--- src/hdl/cfp_regs.vh ---
// constants of the clock-fail status and page-select block
// assumes a 10-bit internal address bus and 16-bit register data
`ifndef CFP_REGS_VH
`define CFP_REGS_VH
// ----------------------------------------------------------------
// register offsets
// ----------------------------------------------------------------
`define CFP_CLOCK_FAIL_STATUS_OFS 10'h1c7
`define CFP_PAGE_SELECT_OFS 10'h3ff
`define CFP_IRQ_STATUS_OFS 10'h1d4
// ----------------------------------------------------------------
// clock-fail status fields
// ----------------------------------------------------------------
`define CFP_LOST_BIT 0
`define CFP_RETURN_BIT 1
`define CFP_HOST_IRQ_EN_BIT 2
`define CFP_CORE_IRQ_LO_BIT 3
`define CFP_CORE_IRQ_HI_BIT 6
`define CFP_DRV_DISABLE_BIT 7
`define CFP_TIMING_BIT 8
`define CFP_STATUS_RESET 16'h0000
// ----------------------------------------------------------------
// page-select values
// ----------------------------------------------------------------
`define CFP_PAGE_NONE 3'h0
`define CFP_PAGE_CODE_A 3'h1
`define CFP_PAGE_CODE_B 3'h2
`define CFP_PAGE_CODE_BOTH 3'h3
`define CFP_PAGE_COMMON 3'h4
`define CFP_PAGE_RESET 3'h0
// ----------------------------------------------------------------
// common page area windows (address bits 9:8)
// ----------------------------------------------------------------
`define CFP_AREA_DATA_A 2'h0
`define CFP_AREA_DATA_B 2'h1
`define CFP_AREA_CONFIG 2'h2
`define CFP_AREA_MAIN 2'h3
// ----------------------------------------------------------------
// timing
// ----------------------------------------------------------------
`define CFP_PLL_RELOCK_TIME_NS 25000
`define CFP_CLK_PERIOD_NS 20
`define CFP_RELOCK_CYCLES (`CFP_PLL_RELOCK_TIME_NS / `CFP_CLK_PERIOD_NS)
`endif

--- src/hdl/cfp_decryptor.v ---
// code stream decryptor for code ram writes
// assumes byte strobes on the system clock; keystream is a stand-in lfsr
module cfp_decryptor (
   input wire mclk,
   input wire rst_b,
   input wire restart,
   input wire byteValid,
   input wire [7:0] byteIn,
   output reg plainValid,
   output reg [7:0] plainOut
);
   reg [15:0] keyState;
   // ----------------------------------------------------------------
   // keystream state and decoded output
   // ----------------------------------------------------------------
   // restart reloads the seed so every download starts the same way
   always @(posedge mclk or negedge rst_b) begin
      if (!rst_b) begin
         keyState <= 16'hace1;
         plainValid <= 1'b0;
         plainOut <= 8'h00;
      end else begin
         plainValid <= byteValid & ~restart;
         if (restart) begin
            keyState <= 16'hace1;
         end else if (byteValid) begin
            plainOut <= byteIn ^ keyState[7:0];
            keyState <= {keyState[14:0],
               keyState[15] ^ keyState[13] ^ keyState[12] ^ keyState[10]};
         end
      end
   end
endmodule // cfp_decryptor

--- src/hdl/cfp_clock_page.v ---
// clock-fail status register, page-select register and area decode
// assumes spi slave gives one-cycle rd/wr strobes with a 10-bit address;
// clock monitor inputs come from another domain and are synchronised here
//
// Operation
// - timing fault flag, write one clears
// - clock-lost flag latches until recovery completes
// - host restores clock, sets return bit
// - return bit cleared once pll switched back
// - return bit without loss clears, no pll request
// - host irq on clock absence until read
// - bits 3-6 enable four core irqs
// - bit 7 drops drivers during clock absence
// - irqs held while clock absence persists
// - irq on internal switch and return attempt
// - code ram stream always decrypted
// - decryptor restarts when code page selected
// - page zero ignores all but page register
// - pages one, two pick code ram a, b
// - page three broadcasts writes, no reads
// - values above four store as four
// - page register always reachable
// - nine area selects from address and page
// - host irq pin low, status latched
`include "cfp_regs.vh"
module cfp_clock_page (
   input wire mclk,
   input wire rst_b,
   input wire [9:0] regAddr,
   input wire regWr,
   input wire regRd,
   input wire [15:0] regWdata,
   output reg [15:0] regRdata,
   input wire refClockMissing,
   input wire timingViolation,
   input wire pllOnExternal,
   input wire codeByteValid,
   input wire [7:0] codeByte,
   output reg codeWrValid,
   output reg [7:0] codeWrData,
   output reg code_ram_a_pick,
   output reg code_ram_b_pick,
   output reg [2:0] chan_a_area_selects,
   output reg [2:0] chan_b_area_selects,
   output reg mainCfgSel,
   output reg ioCfgSel,
   output reg diagCfgSel,
   output reg accessIgnored,
   output reg returnToExtRequest,
   output reg clockOkDrvEnable,
   output reg [3:0] coreIrq,
   output reg host_irq_n,
   output reg [15:0] irqStatus
);
   // synchroniser stages for monitor inputs
   reg [2:0] missSync;
   reg [2:0] timSync;
   reg [2:0] pllSync;
   reg missing;
   reg timingSeen;
   reg onExternal;
   reg missingDly;
   // register fields
   reg ref_clock_lost_flag;
   reg return_to_ext_clock;
   reg hostIrqEnable;
   reg [3:0] coreIrqEnable;
   reg drvDisableEnable;
   reg timingFault;
   reg [2:0] pageSel;
   reg hostIrqPending;
   // decode helpers
   wire hitStatus;
   wire hitPage;
   wire hitIrqStat;
   wire returnRise;
   wire switchedInternal;
   reg [2:0] next_pageSel;
   wire pageWr;
   wire codeRestart;
   wire plainValid;
   wire [7:0] plainByte;
   reg [15:0] next_rdata;
   reg [8:0] next_areas;
   reg next_ignored;

   // ----------------------------------------------------------------
   // helper functions
   // ----------------------------------------------------------------
   // stored page: values above four keep only the top bit
   function [2:0] storePage;
      input [2:0] w;
      begin
         if (w[2])
            storePage = `CFP_PAGE_COMMON;
         else
            storePage = w;
      end
   endfunction

   // selects a code page (single or broadcast)
   function isCodePage;
      input [2:0] p;
      begin
         isCodePage = (p == `CFP_PAGE_CODE_A) | (p == `CFP_PAGE_CODE_B) |
            (p == `CFP_PAGE_CODE_BOTH);
      end
   endfunction

   // ----------------------------------------------------------------
   // input synchronisers
   // ----------------------------------------------------------------
   // a change counts only once stages two and three agree
   always @(posedge mclk or negedge rst_b) begin
      if (!rst_b) begin
         missSync <= 3'h0;
         timSync <= 3'h0;
         pllSync <= 3'h7;
         missing <= 1'b0;
         timingSeen <= 1'b0;
         onExternal <= 1'b1;
         missingDly <= 1'b0;
      end else begin
         missSync <= {missSync[1:0], refClockMissing};
         timSync <= {timSync[1:0], timingViolation};
         pllSync <= {pllSync[1:0], pllOnExternal};
         if (missSync[1] == missSync[2])
            missing <= missSync[2];
         if (timSync[1] == timSync[2])
            timingSeen <= timSync[2];
         if (pllSync[1] == pllSync[2])
            onExternal <= pllSync[2];
         missingDly <= missing;
      end
   end

   assign hitStatus = (regAddr == `CFP_CLOCK_FAIL_STATUS_OFS);
   assign hitPage = (regAddr == `CFP_PAGE_SELECT_OFS);
   assign hitIrqStat = (regAddr == `CFP_IRQ_STATUS_OFS) &
      (pageSel == `CFP_PAGE_COMMON);
   assign pageWr = regWr & hitPage;
   assign returnRise = regWr & hitStatus & (pageSel == `CFP_PAGE_COMMON) &
      regWdata[`CFP_RETURN_BIT] & ~return_to_ext_clock;
   assign switchedInternal = missing & ~missingDly;
   assign codeRestart = pageWr & isCodePage(next_pageSel);

   always @* begin
      next_pageSel = storePage(regWdata[2:0]);
   end

   // ----------------------------------------------------------------
   // clock-fail status register
   // ----------------------------------------------------------------
   // set beats clear on every hardware-set flag
   always @(posedge mclk or negedge rst_b) begin
      if (!rst_b) begin
         ref_clock_lost_flag <= 1'b0;
         return_to_ext_clock <= 1'b0;
         hostIrqEnable <= 1'b0;
         coreIrqEnable <= 4'h0;
         drvDisableEnable <= 1'b0;
         timingFault <= 1'b0;
         returnToExtRequest <= 1'b0;
      end else begin
         // writable enables
         if (regWr & hitStatus & (pageSel == `CFP_PAGE_COMMON)) begin
            hostIrqEnable <= regWdata[`CFP_HOST_IRQ_EN_BIT];
            coreIrqEnable <=
               regWdata[`CFP_CORE_IRQ_HI_BIT:`CFP_CORE_IRQ_LO_BIT];
            drvDisableEnable <= regWdata[`CFP_DRV_DISABLE_BIT];
         end
         // timing fault: write one clears, new event wins
         if (timingSeen)
            timingFault <= 1'b1;
         else if (regWr & hitStatus & (pageSel == `CFP_PAGE_COMMON) &
                  regWdata[`CFP_TIMING_BIT])
            timingFault <= 1'b0;
         // lost flag held until pll is back on external
         if (switchedInternal)
            ref_clock_lost_flag <= 1'b1;
         else if (return_to_ext_clock & onExternal & ~missing)
            ref_clock_lost_flag <= 1'b0;
         // return bit acts on its rising edge only
         returnToExtRequest <= 1'b0;
         if (returnRise & ~ref_clock_lost_flag) begin
            return_to_ext_clock <= 1'b0;
         end else if (returnRise) begin
            return_to_ext_clock <= 1'b1;
            returnToExtRequest <= 1'b1;
         end else if (return_to_ext_clock & onExternal & ~missing) begin
            return_to_ext_clock <= 1'b0;
         end
      end
   end

   // ----------------------------------------------------------------
   // interrupts and driver enable
   // ----------------------------------------------------------------
   // host request held until status read; a new event wins the read
   always @(posedge mclk or negedge rst_b) begin
      if (!rst_b) begin
         hostIrqPending <= 1'b0;
         coreIrq <= 4'h0;
         host_irq_n <= 1'b1;
         irqStatus <= 16'h0000;
         clockOkDrvEnable <= 1'b1;
      end else begin
         if (hostIrqEnable & (missing | switchedInternal | returnRise))
            hostIrqPending <= 1'b1;
         else if (regRd & hitStatus & (pageSel == `CFP_PAGE_COMMON))
            hostIrqPending <= 1'b0;
         // cores see it while absent; they act once the clock returns
         coreIrq <= coreIrqEnable & {4{missing | switchedInternal |
            returnRise}};
         host_irq_n <= ~hostIrqPending;
         // status frozen while pin is asserted
         if (!hostIrqPending)
            irqStatus <= 16'h0000;
         else if (host_irq_n)
            irqStatus <= 16'h0400;
         clockOkDrvEnable <= ~(drvDisableEnable & missing);
      end
   end

   // ----------------------------------------------------------------
   // page select register and area decode
   // ----------------------------------------------------------------
   // combinational area decode; registered below
   always @* begin
      next_areas = 9'h000;
      next_ignored = 1'b0;
      if ((regWr | regRd) & ~hitPage) begin
         case (pageSel)
            `CFP_PAGE_CODE_A: next_areas[1] = 1'b1;
            `CFP_PAGE_CODE_B: next_areas[4] = 1'b1;
            `CFP_PAGE_CODE_BOTH: begin
               next_areas[1] = regWr;
               next_areas[4] = regWr;
               next_ignored = regRd;
            end
            `CFP_PAGE_COMMON: begin
               case (regAddr[9:8])
                  `CFP_AREA_DATA_A: next_areas[0] = 1'b1;
                  `CFP_AREA_DATA_B: next_areas[3] = 1'b1;
                  `CFP_AREA_CONFIG: begin
                     next_areas[2] = ~regAddr[7];
                     next_areas[5] = regAddr[7];
                  end
                  default: begin
                     next_areas[6] = (regAddr[7:6] == 2'h3);
                     next_areas[7] = (regAddr[7:6] == 2'h0);
                     next_areas[8] = regAddr[7:6] == 2'h1 ||
                        regAddr[7:6] == 2'h2;
                  end
               endcase
            end
            default: next_ignored = 1'b1;
         endcase
      end
   end

   // registered selects so every output leaves a flip-flop
   always @(posedge mclk or negedge rst_b) begin
      if (!rst_b) begin
         pageSel <= `CFP_PAGE_RESET;
         code_ram_a_pick <= 1'b0;
         code_ram_b_pick <= 1'b0;
         chan_a_area_selects <= 3'h0;
         chan_b_area_selects <= 3'h0;
         mainCfgSel <= 1'b0;
         ioCfgSel <= 1'b0;
         diagCfgSel <= 1'b0;
         accessIgnored <= 1'b0;
      end else begin
         if (pageWr)
            pageSel <= next_pageSel;
         code_ram_a_pick <= (pageSel == `CFP_PAGE_CODE_A) |
            (pageSel == `CFP_PAGE_CODE_BOTH);
         code_ram_b_pick <= (pageSel == `CFP_PAGE_CODE_B) |
            (pageSel == `CFP_PAGE_CODE_BOTH);
         chan_a_area_selects <= next_areas[2:0];
         chan_b_area_selects <= next_areas[5:3];
         mainCfgSel <= next_areas[6];
         ioCfgSel <= next_areas[7];
         diagCfgSel <= next_areas[8];
         accessIgnored <= next_ignored;
      end
   end

   // ----------------------------------------------------------------
   // read data
   // ----------------------------------------------------------------
   // reserved bits read zero
   always @* begin
      next_rdata = 16'h0000;
      if (hitPage)
         next_rdata[2:0] = pageSel;
      else if (hitStatus & (pageSel == `CFP_PAGE_COMMON))
         next_rdata[8:0] = {timingFault, drvDisableEnable, coreIrqEnable,
            hostIrqEnable, return_to_ext_clock, ref_clock_lost_flag};
      else if (hitIrqStat)
         next_rdata = irqStatus;
   end

   always @(posedge mclk or negedge rst_b) begin
      if (!rst_b)
         regRdata <= 16'h0000;
      else if (regRd)
         regRdata <= next_rdata;
   end

   // ----------------------------------------------------------------
   // decrypted code path
   // ----------------------------------------------------------------
   // no bypass exists: code bytes always pass the decryptor
   cfp_decryptor uDecrypt (
      .mclk(mclk),
      .rst_b(rst_b),
      .restart(codeRestart),
      .byteValid(codeByteValid & isCodePage(pageSel)),
      .byteIn(codeByte),
      .plainValid(plainValid),
      .plainOut(plainByte)
   );

   always @(posedge mclk or negedge rst_b) begin
      if (!rst_b) begin
         codeWrValid <= 1'b0;
         codeWrData <= 8'h00;
      end else begin
         codeWrValid <= plainValid;
         codeWrData <= plainByte;
      end
   end
endmodule // cfp_clock_page

--- config.mk ---
export PLATFORM = sky130hd
export DESIGN_NAME = cfp_clock_page
export DESIGN_NICKNAME = d
export VERILOG_FILES = /design/src/hdl/cfp_decryptor.v /design/src/hdl/cfp_clock_page.v
export VERILOG_INCLUDE_DIRS = /design/src /design/src/hdl
export SDC_FILE = /design/constraint.sdc
export NUM_CORES = 1
export LEC_CHECK = 0
export ABC_AREA = 0
export CAP_MARGIN = 30
export CORE_ASPECT_RATIO = 0.7
export CORE_MARGIN = 3
export CORE_UTILIZATION = 42
export DETAILED_ROUTE_END_ITERATION = 8
export DONT_BUFFER_PORTS = 1
export GPL_ROUTABILITY_DRIVEN = 0
export PLACE_DENSITY = 0.65
export SYNTH_ARGS = -nofsm -noshare
export SYNTH_HDL_FRONTEND = slang
export SYNTH_SLANG_ARGS = --single-unit
--- constraint.sdc ---
create_clock -name mclk -period 2.44 [get_ports mclk]
set_input_delay 0.244 -clock mclk [delete_from_list [all_inputs] [get_ports mclk]]
set_output_delay 0.244 -clock mclk [all_outputs]
set_load 0.01 [all_outputs]
Yosys cells after proc, flatten, opt, wreduce, memory -nomap -nowiden --
Index checks and enable logic that the tools add are counted.
Cells by class: reductions and logical operators 11, muxes and demuxes 33, bitwise logic cells 43, equal/unequal tests 19
Operator list (number):
- 2-to-1 mux 16 bit | 5
- bitwise AND 1 bit | 20
- equality test 10 x 9 -> 1 bit, second input constant | 2
- 2-to-1 mux 9 bit | 2
- 2-to-1 mux 1 bit | 16
- 2-to-1 mux 13 bit | 1
- equality test 3 x 2 -> 1 bit, second input constant | 4
- equality test 10 bit, second input constant | 1
- 2-to-1 mux 3 bit | 3
- inverter 1 bit | 9
- bitwise OR 1 bit | 9
- nonzero test 2 bit | 4
- bitwise XOR 8 bit | 1
- 2-to-1 mux 7 bit | 1
- equality test 2 bit, second input constant | 3
- equality test 3 x 1 -> 1 bit, second input constant | 2
- one-hot mux 1 bit (2 select lines) | 3
- OR reduction 3 bit | 2
- bitwise AND 4 bit | 1
- equality test 2 x 1 -> 1 bit, second input constant | 2
- logical NOT 2 bit | 2
- 2-to-1 mux 4 bit | 1
- equality test 1 bit | 3
- equality test 3 bit, second input constant | 1
- other kinds (6) | 8
Storage, ports and cells: bits in registers 111, word-level logic and storage cells 140, input bits 42, output and inout bits 60

Longest topological paths before layout --
Gate-level depths: netlist of the first run.
word-level depth 8, depth in mapped cells 6, mapped depth without buffers 5

Hierarchy --
Synthesis of the first run repeated with hierarchy kept, for this count alone.
Unflattened totals: cell total of the unflattened synthesis 304, area total of the unflattened synthesis 3759.9 um2
Modules (own cells, without submodules):
- cfp_clock_page | area each 2665.1 um2, cells an instance 213, seq. area each 1634.1 um2, instances 1
- cfp_decryptor | area each 1094.8 um2, cells an instance 91, seq. area each 635.6 um2, instances 1

Least setup slack after synthesis of the first run --
Ideal clock, no wire load.
path type flip-flop to flip-flop, from register pageSel[2], to register coreIrqEnable[0], clock period less this slack 1938 ps, library setup time 125 ps, arrival 1813 ps, slack 502 ps, cell stages (with the launch flop) 6, buffers on the path 2, data required time 2315 ps, cells stage by stage dfrtp_1 buf_4 or3b_1 buf_4 nor4_4 mux2_2
On the way: word-level cells in the longest chain between the ends 2
Ends and longest elaborated chain:
- from (decl) | RTL line cfp_clock_page.v:70 | reg [2:0] pageSel;
- from (signal assigned) | RTL line cfp_clock_page.v:265 | pageSel <= `CFP_PAGE_RESET;
- from (signal assigned) | RTL line cfp_clock_page.v:276 | pageSel <= next_pageSel;
- equality test 3 bit
- bitwise AND 1 bit | RTL line cfp_clock_page.v:166 | if (regWr & hitStatus & (pageSel == `CFP_PAGE_COMMON)) begin
- to (signal assigned) | RTL line cfp_clock_page.v:168 | coreIrqEnable <=
- to (decl) | RTL line cfp_clock_page.v:67 | reg [3:0] coreIrqEnable;
Every way passes these cells. A chain may end at the register's enable or synchronous reset.

Final worst setup path of the first run --
from register pageSel[2], to register coreIrqEnable[1]
The elaborated chain is that of the path after synthesis.

==> results of run 1 <==
-- cells by family after synthesis --
| kind of cell | synth area share (%) |
|---|---|
| AO/OA/AOI/OAI | 3.373 |
| XOR/XNOR | 2.678 |
| adder cells (fa/ha/maj) | 1.530 |
| buffers and inverters | 7.163 |
| flip-flops | 63.07 |
| multiplexers | 9.388 |
| other | 0.1042 |
| AND/OR/NAND/NOR | 12.69 |
-- critical path, cell delays in order, from the launching register on --
cell and delay, ns:
dfrtp_1 0.54, or3b_1 0.56, nor4_4 0.31, buf_4 0.22, mux2_2 0.35
-- cell usage after synthesis, types with 4 or more instances --
library cell and count:
mux2i_1 18, xor2_1 9, dfrtp_1 76, nand2b_1 6, nor4_1 7, buf_4 23, dfstp_2 14, clkbuf_1 4
nand2_1 27, nor2b_1 4, nor3_1 4, and2_1 4, nor2_1 18, mux2_2 14, nand3_1 10, o21ai_0 10
inv_1 16
-- sequential cells by signal, indices dropped and copies added, names as in the netlist, 3 cells and up --
register / cells
coreIrq: 4
chan_b_area_selects: 3
coreIrqEnable: 4
codeWrData: 8
regRdata: 10
timSync: 3
pllSync: 3
missSync: 3
uDecrypt.plainOut: 8
chan_a_area_selects: 3
pageSel: 3
uDecrypt.keyState: 16
-- power breakdown --
group | switching (mW) | internal (mW) | total, mW
combinational | 0.104 | 0.0934 | 0.197
sequential | 0.0902 | 1.62 | 1.71
clock | 0.558 | 0.823 | 1.38
-- routing by layer --
| layer | track usage [%] | wire length (µm) | up-vias |
|---|---|---|---|
| li1 | - | - | 956 |
| met4 | 4.583 | 63 | 0 |
| met3 | 6.482 | 515 | 7 |
| met2 | 20.04 | 2983 | 57 |
| met5 | 0 | 0 | - |
| met1 | 19.20 | 2934 | 981 |
-- per-stage QoR --
step                      area [µm²]  hold slack, ns  power (mW)  util, %
after floorplan                 3674        -0.05159       1.883        -
after global placement          3643        -0.04974       1.888    44.94
after detailed placement        3643        -0.04967       1.900    44.94
after CTS                       4045        0.004324       3.336    49.89
after global routing            4045         0.02102       3.439    49.89
final                           4045         0.01416       3.290    49.89
-- cell type report --
class                      instances  area [µm²]
fill                             757        4063
sequential                        90        2270
tap                              101       126.4
multi-input combinational        177        1157
clock buffer                      10       239.0
inverter                          16       60.06
timing repair buffer              12       127.6
clock inverter                     6       65.06
-- worst min-delay path by stage --
stage / slack (ns) / cells past startpoint / to / from
2_1_floorplan: -0.05 / 0 / accessIgnored / rst_b
3_3_place_gp: -0.05 / 0 / regRdata[6] / rst_b
3_5_place_dp: -0.05 / 0 / regRdata[6] / rst_b
4_1_cts: 0.004 / 1 / regRdata[7] / regRd
5_1_grt: 0.02 / 1 / regRdata[3] / regRd
6_report: 0.01 / 1 / regRdata[7] / regRd
-- repair_timing --
action / CTS / global route
endpoints found under the hold margin: 95 / 0
hold buffers: 8 / 0
gates resized for setup: 0 / 0
==> metrics, run 1 <==
Clock transition at path regs 0.06 ns; run status finished, final reports clean; grt total ovfl 0; pwr dens 813.4 nW/µm²; first-pass GRT wire length 10720 µm; Detailed Route WL 6496 µm; RSZ-0062 raised after global routing false; Synth Instances 292; syn_area_per_cell 12.32 µm²; Synth top area share 52.85%; Critical Path AT 2.31 ns; Slew Viols, Final 0; Unique masters post-synth 34; initial DRC count 149; IO Pins 102; Placed Cells 388; CP Class flop to flop; FP Rows 27; Worst R2R Path Depth 4; skew final 0.007069 ns; post-route setup TNS 0 ns; clock tree buffer depth 2; Tot GR Track Use 14.12%; Critical path destination coreIrqEnable[1]; Post-synth EDFFs 0; synth-to-layout area growth 12.41%; worst-skew pair later-pin latency 0.33 ns; YS warnings 0; post-CTS setup buffers 0; commonest non-fill, non-tap cell in the layout dfrtp_1; slew at the pin closest to its max-slew limit 0.5570 ns; Total Nets Final 350; Main synth FF type dfrtp_1; top cells by area, synth dfrtp_1, dfstp_2, mux2i_1, buf_4, mux2_2; drt pass-1 iters 4; drt drc 0; largest net degree at the start of global routing 91; fin worst setup slack 0.3459 ns; final worst path period share 85.82%; required time of the critical path 2.66 ns; dpl hpwl 4445 µm; initial antenna violation count 0; minimum clock period 2.094 ns; CP Capture Type flop; core area 8108 µm²; Root Driver clkbuf_16; H-tree depth 3; Slew HR 62.65%; most frequent cells in the layout dfrtp_1, nand2_1, conb_1; post-route ant nets 0; R2R setup slack 0.35 ns; Seq cells post-synth 90; ratio of cells with drive above 1 in the final layout 17.68%; CTS tree yes; Post-Syn Area 3598 µm²; f_max 477.5 MHz; final setup vio count 0; Final Non-Filler Cells 412; Worst Setup SP pageSel[2]; final hold violation count 0; post-DR wirelength/cell 15.77 µm; vias 2001; total CTS buffers 9; Die ar. 9732 µm²; Worst Hold Class primary input to flop; antenna cells 0; Sinks on Clock Net 90; crit path launch type flop; chip height 83.44 µm; starting density of the core 44.38%; Reg-to-Reg Start pageSel[2]; Vias/cell 4.857; Seq/Total Area, Yosys 63.07%; Worst Path Max Fanout 10; R2R Path End coreIrqEnable[1]; Yosys top cell by area dfrtp_1; FFs w/ async S/R, synth 100.0%; max cap viols 0; vias in the first global route 2010; worst vdd ir 339.8 µV; Port Buffer Count 0; die width 116.6 µm; leakage power 1.936 nW; Place WS 0.3730 ns
Power figures use the tool's default switching activity.
==> inputs of run 2 (changes only) <==
Settings changed: CORE_ASPECT_RATIO 0.7 to 1.1, SYNTH_HIERARCHICAL from default to 1.
==> metrics, run 2 <==
run status finished, final reports clean; Worst Path Max Fanout 9 (-1); YS warnings 6 (+6); FFs w/ async S/R, synth 100.0% (unchanged); Post-Syn Area 3760 µm² (+4.5%); WHS 0.02402 ns (+0.009852 ns); Sinks on Clock Net 90 (unchanged); footprint of the multi-input gates 1235 µm² (+6.7%); core area 8539 µm² (+5.3%); worst-skew pair later-pin latency 0.35 ns (+0.02 ns); post-route setup TNS 0 ns (unchanged); top cells by area, synth dfrtp_1, dfstp_2, buf_4, mux2i_1, xnor2_1; Critical path destination coreIrqEnable[3]; final hold violation count 0 (unchanged); CP Class flop to flop; Slew HR 64.17% (+1.5 points); Detailed Route WL 6940 µm (+6.8%); post-cts resize count 0 (unchanged); FF/Latch Area 2270 µm² (unchanged); Synth top area share 50.58% (-2.3 points); starting density of the core 44.03% (-0.35 points); Largest Register uDecrypt/keyState; Post-synth EDFFs 0 (unchanged); commonest non-fill, non-tap cell in the layout dfrtp_1; first-pass GRT wire length 10970 µm (+2.3%); Critical Path AT 2.35 ns (+0.04 ns); Seq cells post-synth 90 (unchanged); Tot GR Track Use 14.19% (+0.066 points); internal power 2.453 mW (-3.4%); most frequent cells after synthesis dfrtp_1, buf_4, inv_1, nor2_1, dfstp_2; Worst Hold Class primary input to flop; chip height 105.2 µm (+26%); fill cell count 784 (+3.6%); vias 2142 (+7.0%); Clk pwr share 31.9% (-10 points); drt pass-1 iters 4 (unchanged); Clock transition at path regs 0.10 ns (+0.04 ns); pwr dens 835.5 nW/µm² (+2.7%); slew at the pin closest to its max-slew limit 0.5334 ns (-0.02363 ns); CTS tree yes; final setup vio count 0 (unchanged); total CTS buffers 9 (unchanged); Synth Instances 304 (+4.1%); crit path launch type flop; cts-stage hold buffer count 9 (+1); RSZ-0062 raised after global routing false; Root Driver clkbuf_8; Total Nets Final 355 (+1.4%); clock tree buffer depth 2 (unchanged); Main synth FF type dfrtp_1; largest net degree at the start of global routing 91 (unchanged); FP Rows 35 (+30%); dpl hpwl 4778 µm (+7.5%); Worst Setup SP pageSel[2]; f_max 475.5 MHz (-0.42%); max cap viols 0 (unchanged); ratio of cells with drive above 1 in the final layout 17.72% (+0.037 points); drt drc 0 (unchanged); Slew Viols, Final 0 (unchanged); CP Capture Type flop; vias in the first global route 2167 (+7.8%); Vias/cell 5.016 (+3.3%); Critical Path Slowest Stage Cell nor4_4; fin util 47.65% (-2.2 points); H-tree depth 3 (unchanged); R2R setup slack 0.34 ns (about the same); IO Pins 102 (unchanged); die width 96.21 µm (-18%); post-DR wirelength/cell 16.25 µm (+3.1%); Reg-to-Reg Start pageSel[2]; Seq/Total Area, Yosys 60.37% (-2.7 points); syn_area_per_cell 12.37 µm² (+0.36%); worst vdd ir 456.5 µV (+34%); max incr delay on CP 0.58 ns (+0.02 ns); Worst R2R Path Depth 3 (-1); Sw Ratio 27.85% (+5.0 points); leakage power 1.868 nW (-3.5%); Die ar. 10120 µm² (+4.0%); minimum clock period 2.103 ns (+0.008931 ns); most frequent cells in the layout dfrtp_1, inv_1, nor2_1; Port Buffer Count 0 (unchanged); max FFs per register 16 (unchanged); initial antenna violation count 1 (+1); combinational power share 11.2% (+5.2 points); Largest regs uDecrypt/keyState (16), regRdata (10); sequential power share 56.9% (+4.8 points); required time of the critical path 2.68 ns (+0.02 ns); final worst path period share 86.19% (+0.37 points); R2R Path End coreIrqEnable[3]; Yosys top cell by area dfrtp_1; cell chain of the critical path or3b_1, nor4_4, mux2_2; grt total ovfl 0 (unchanged); initial DRC count 58 (-61%); antenna cells 0 (unchanged); post-route ant nets 0 (unchanged); post-CTS setup buffers 0 (unchanged); Unique masters post-synth 50 (+47%); Net Switching 946.6 µW (+26%); synth-to-layout area growth 8.220%; skew final 0.01358 ns (+0.006508 ns); count leader, synth dfrtp_1
[run 2: per-stage QoR]
step	setup WS [ns]	cells	power, mW	cell area, µm²
after CTS	0.3044	427	3.458	4069
final	0.3370	427	3.399	4069
after global placement	0.3714	402	2.281	3741
after detailed placement	0.3211	402	2.309	3741
after floorplan	0.5568	324	2.242	3835
after global routing	0.2383	427	3.592	4069
[run 2: final cells by class]
cell class                      count  share of cell area [%]
Clock buffer                        9                   3.044
Clock inverter                      7                   2.368
Inverter                           22                   2.030
Multi-Input combinational cell    177                   30.35
Sequential cell                    90                   55.78
Tap cell                          111                   3.413
Timing Repair Buffer               11                   3.014
[run 2: logic make-up (layout without fill, tap and decap cells)]
kind of cell / count (synthesis) / count (layout) / synth area share (%)
DFF: 90 / 90 / 60.37
xor gates and xnor gates: 11 / 11 / 2.562
buffers and inverters: 57 / 49 / 9.051
other: 1 / 21 / 0.09974
adders and majority gates: 5 / 5 / 1.464
and+or+nand+nor: 86 / 86 / 13.51
muxes: 17 / 17 / 4.759
AOI/OAI and AO/OA: 37 / 37 / 8.187
[run 2: worst max-delay path, delay by kind of cell, from the launching register on]
kind	cells	cell delay [ns]
flip-flops	1	0.50
AND/OR/NAND/NOR	2	1.10
multiplexers	1	0.40
[run 2: layer usage]
layer  up-vias  track usage, %  share of wire, %
met1      1049           17.48                41
li1       1003               -                 -
met3        12           5.924               9.6
met4         2           4.167               1.1
met2        76           22.55                49
met5         -               0              0.10
[run 2: worst min path at each step]
stage                     from             to  cells after the start
detailed placement       rst_b     timSync[2]                      0
CTS                 regAddr[9]     mainCfgSel                      2
floorplan                rst_b  accessIgnored                      0
global placement         rst_b     timingSeen                      0
finish              regAddr[8]     mainCfgSel                      2
global route        regAddr[9]     mainCfgSel                      2
[run 2: power groups by stage]
stage          combinational [mW]  clock, mW  sequential, mW
6_report                    0.381       1.08            1.93
5_1_grt                     0.432       1.20            1.96
4_1_cts                     0.389       1.13            1.94
3_5_place_dp                0.338          0            1.97
3_3_place_gp                0.321          0            1.96
2_1_floorplan               0.327          0            1.92
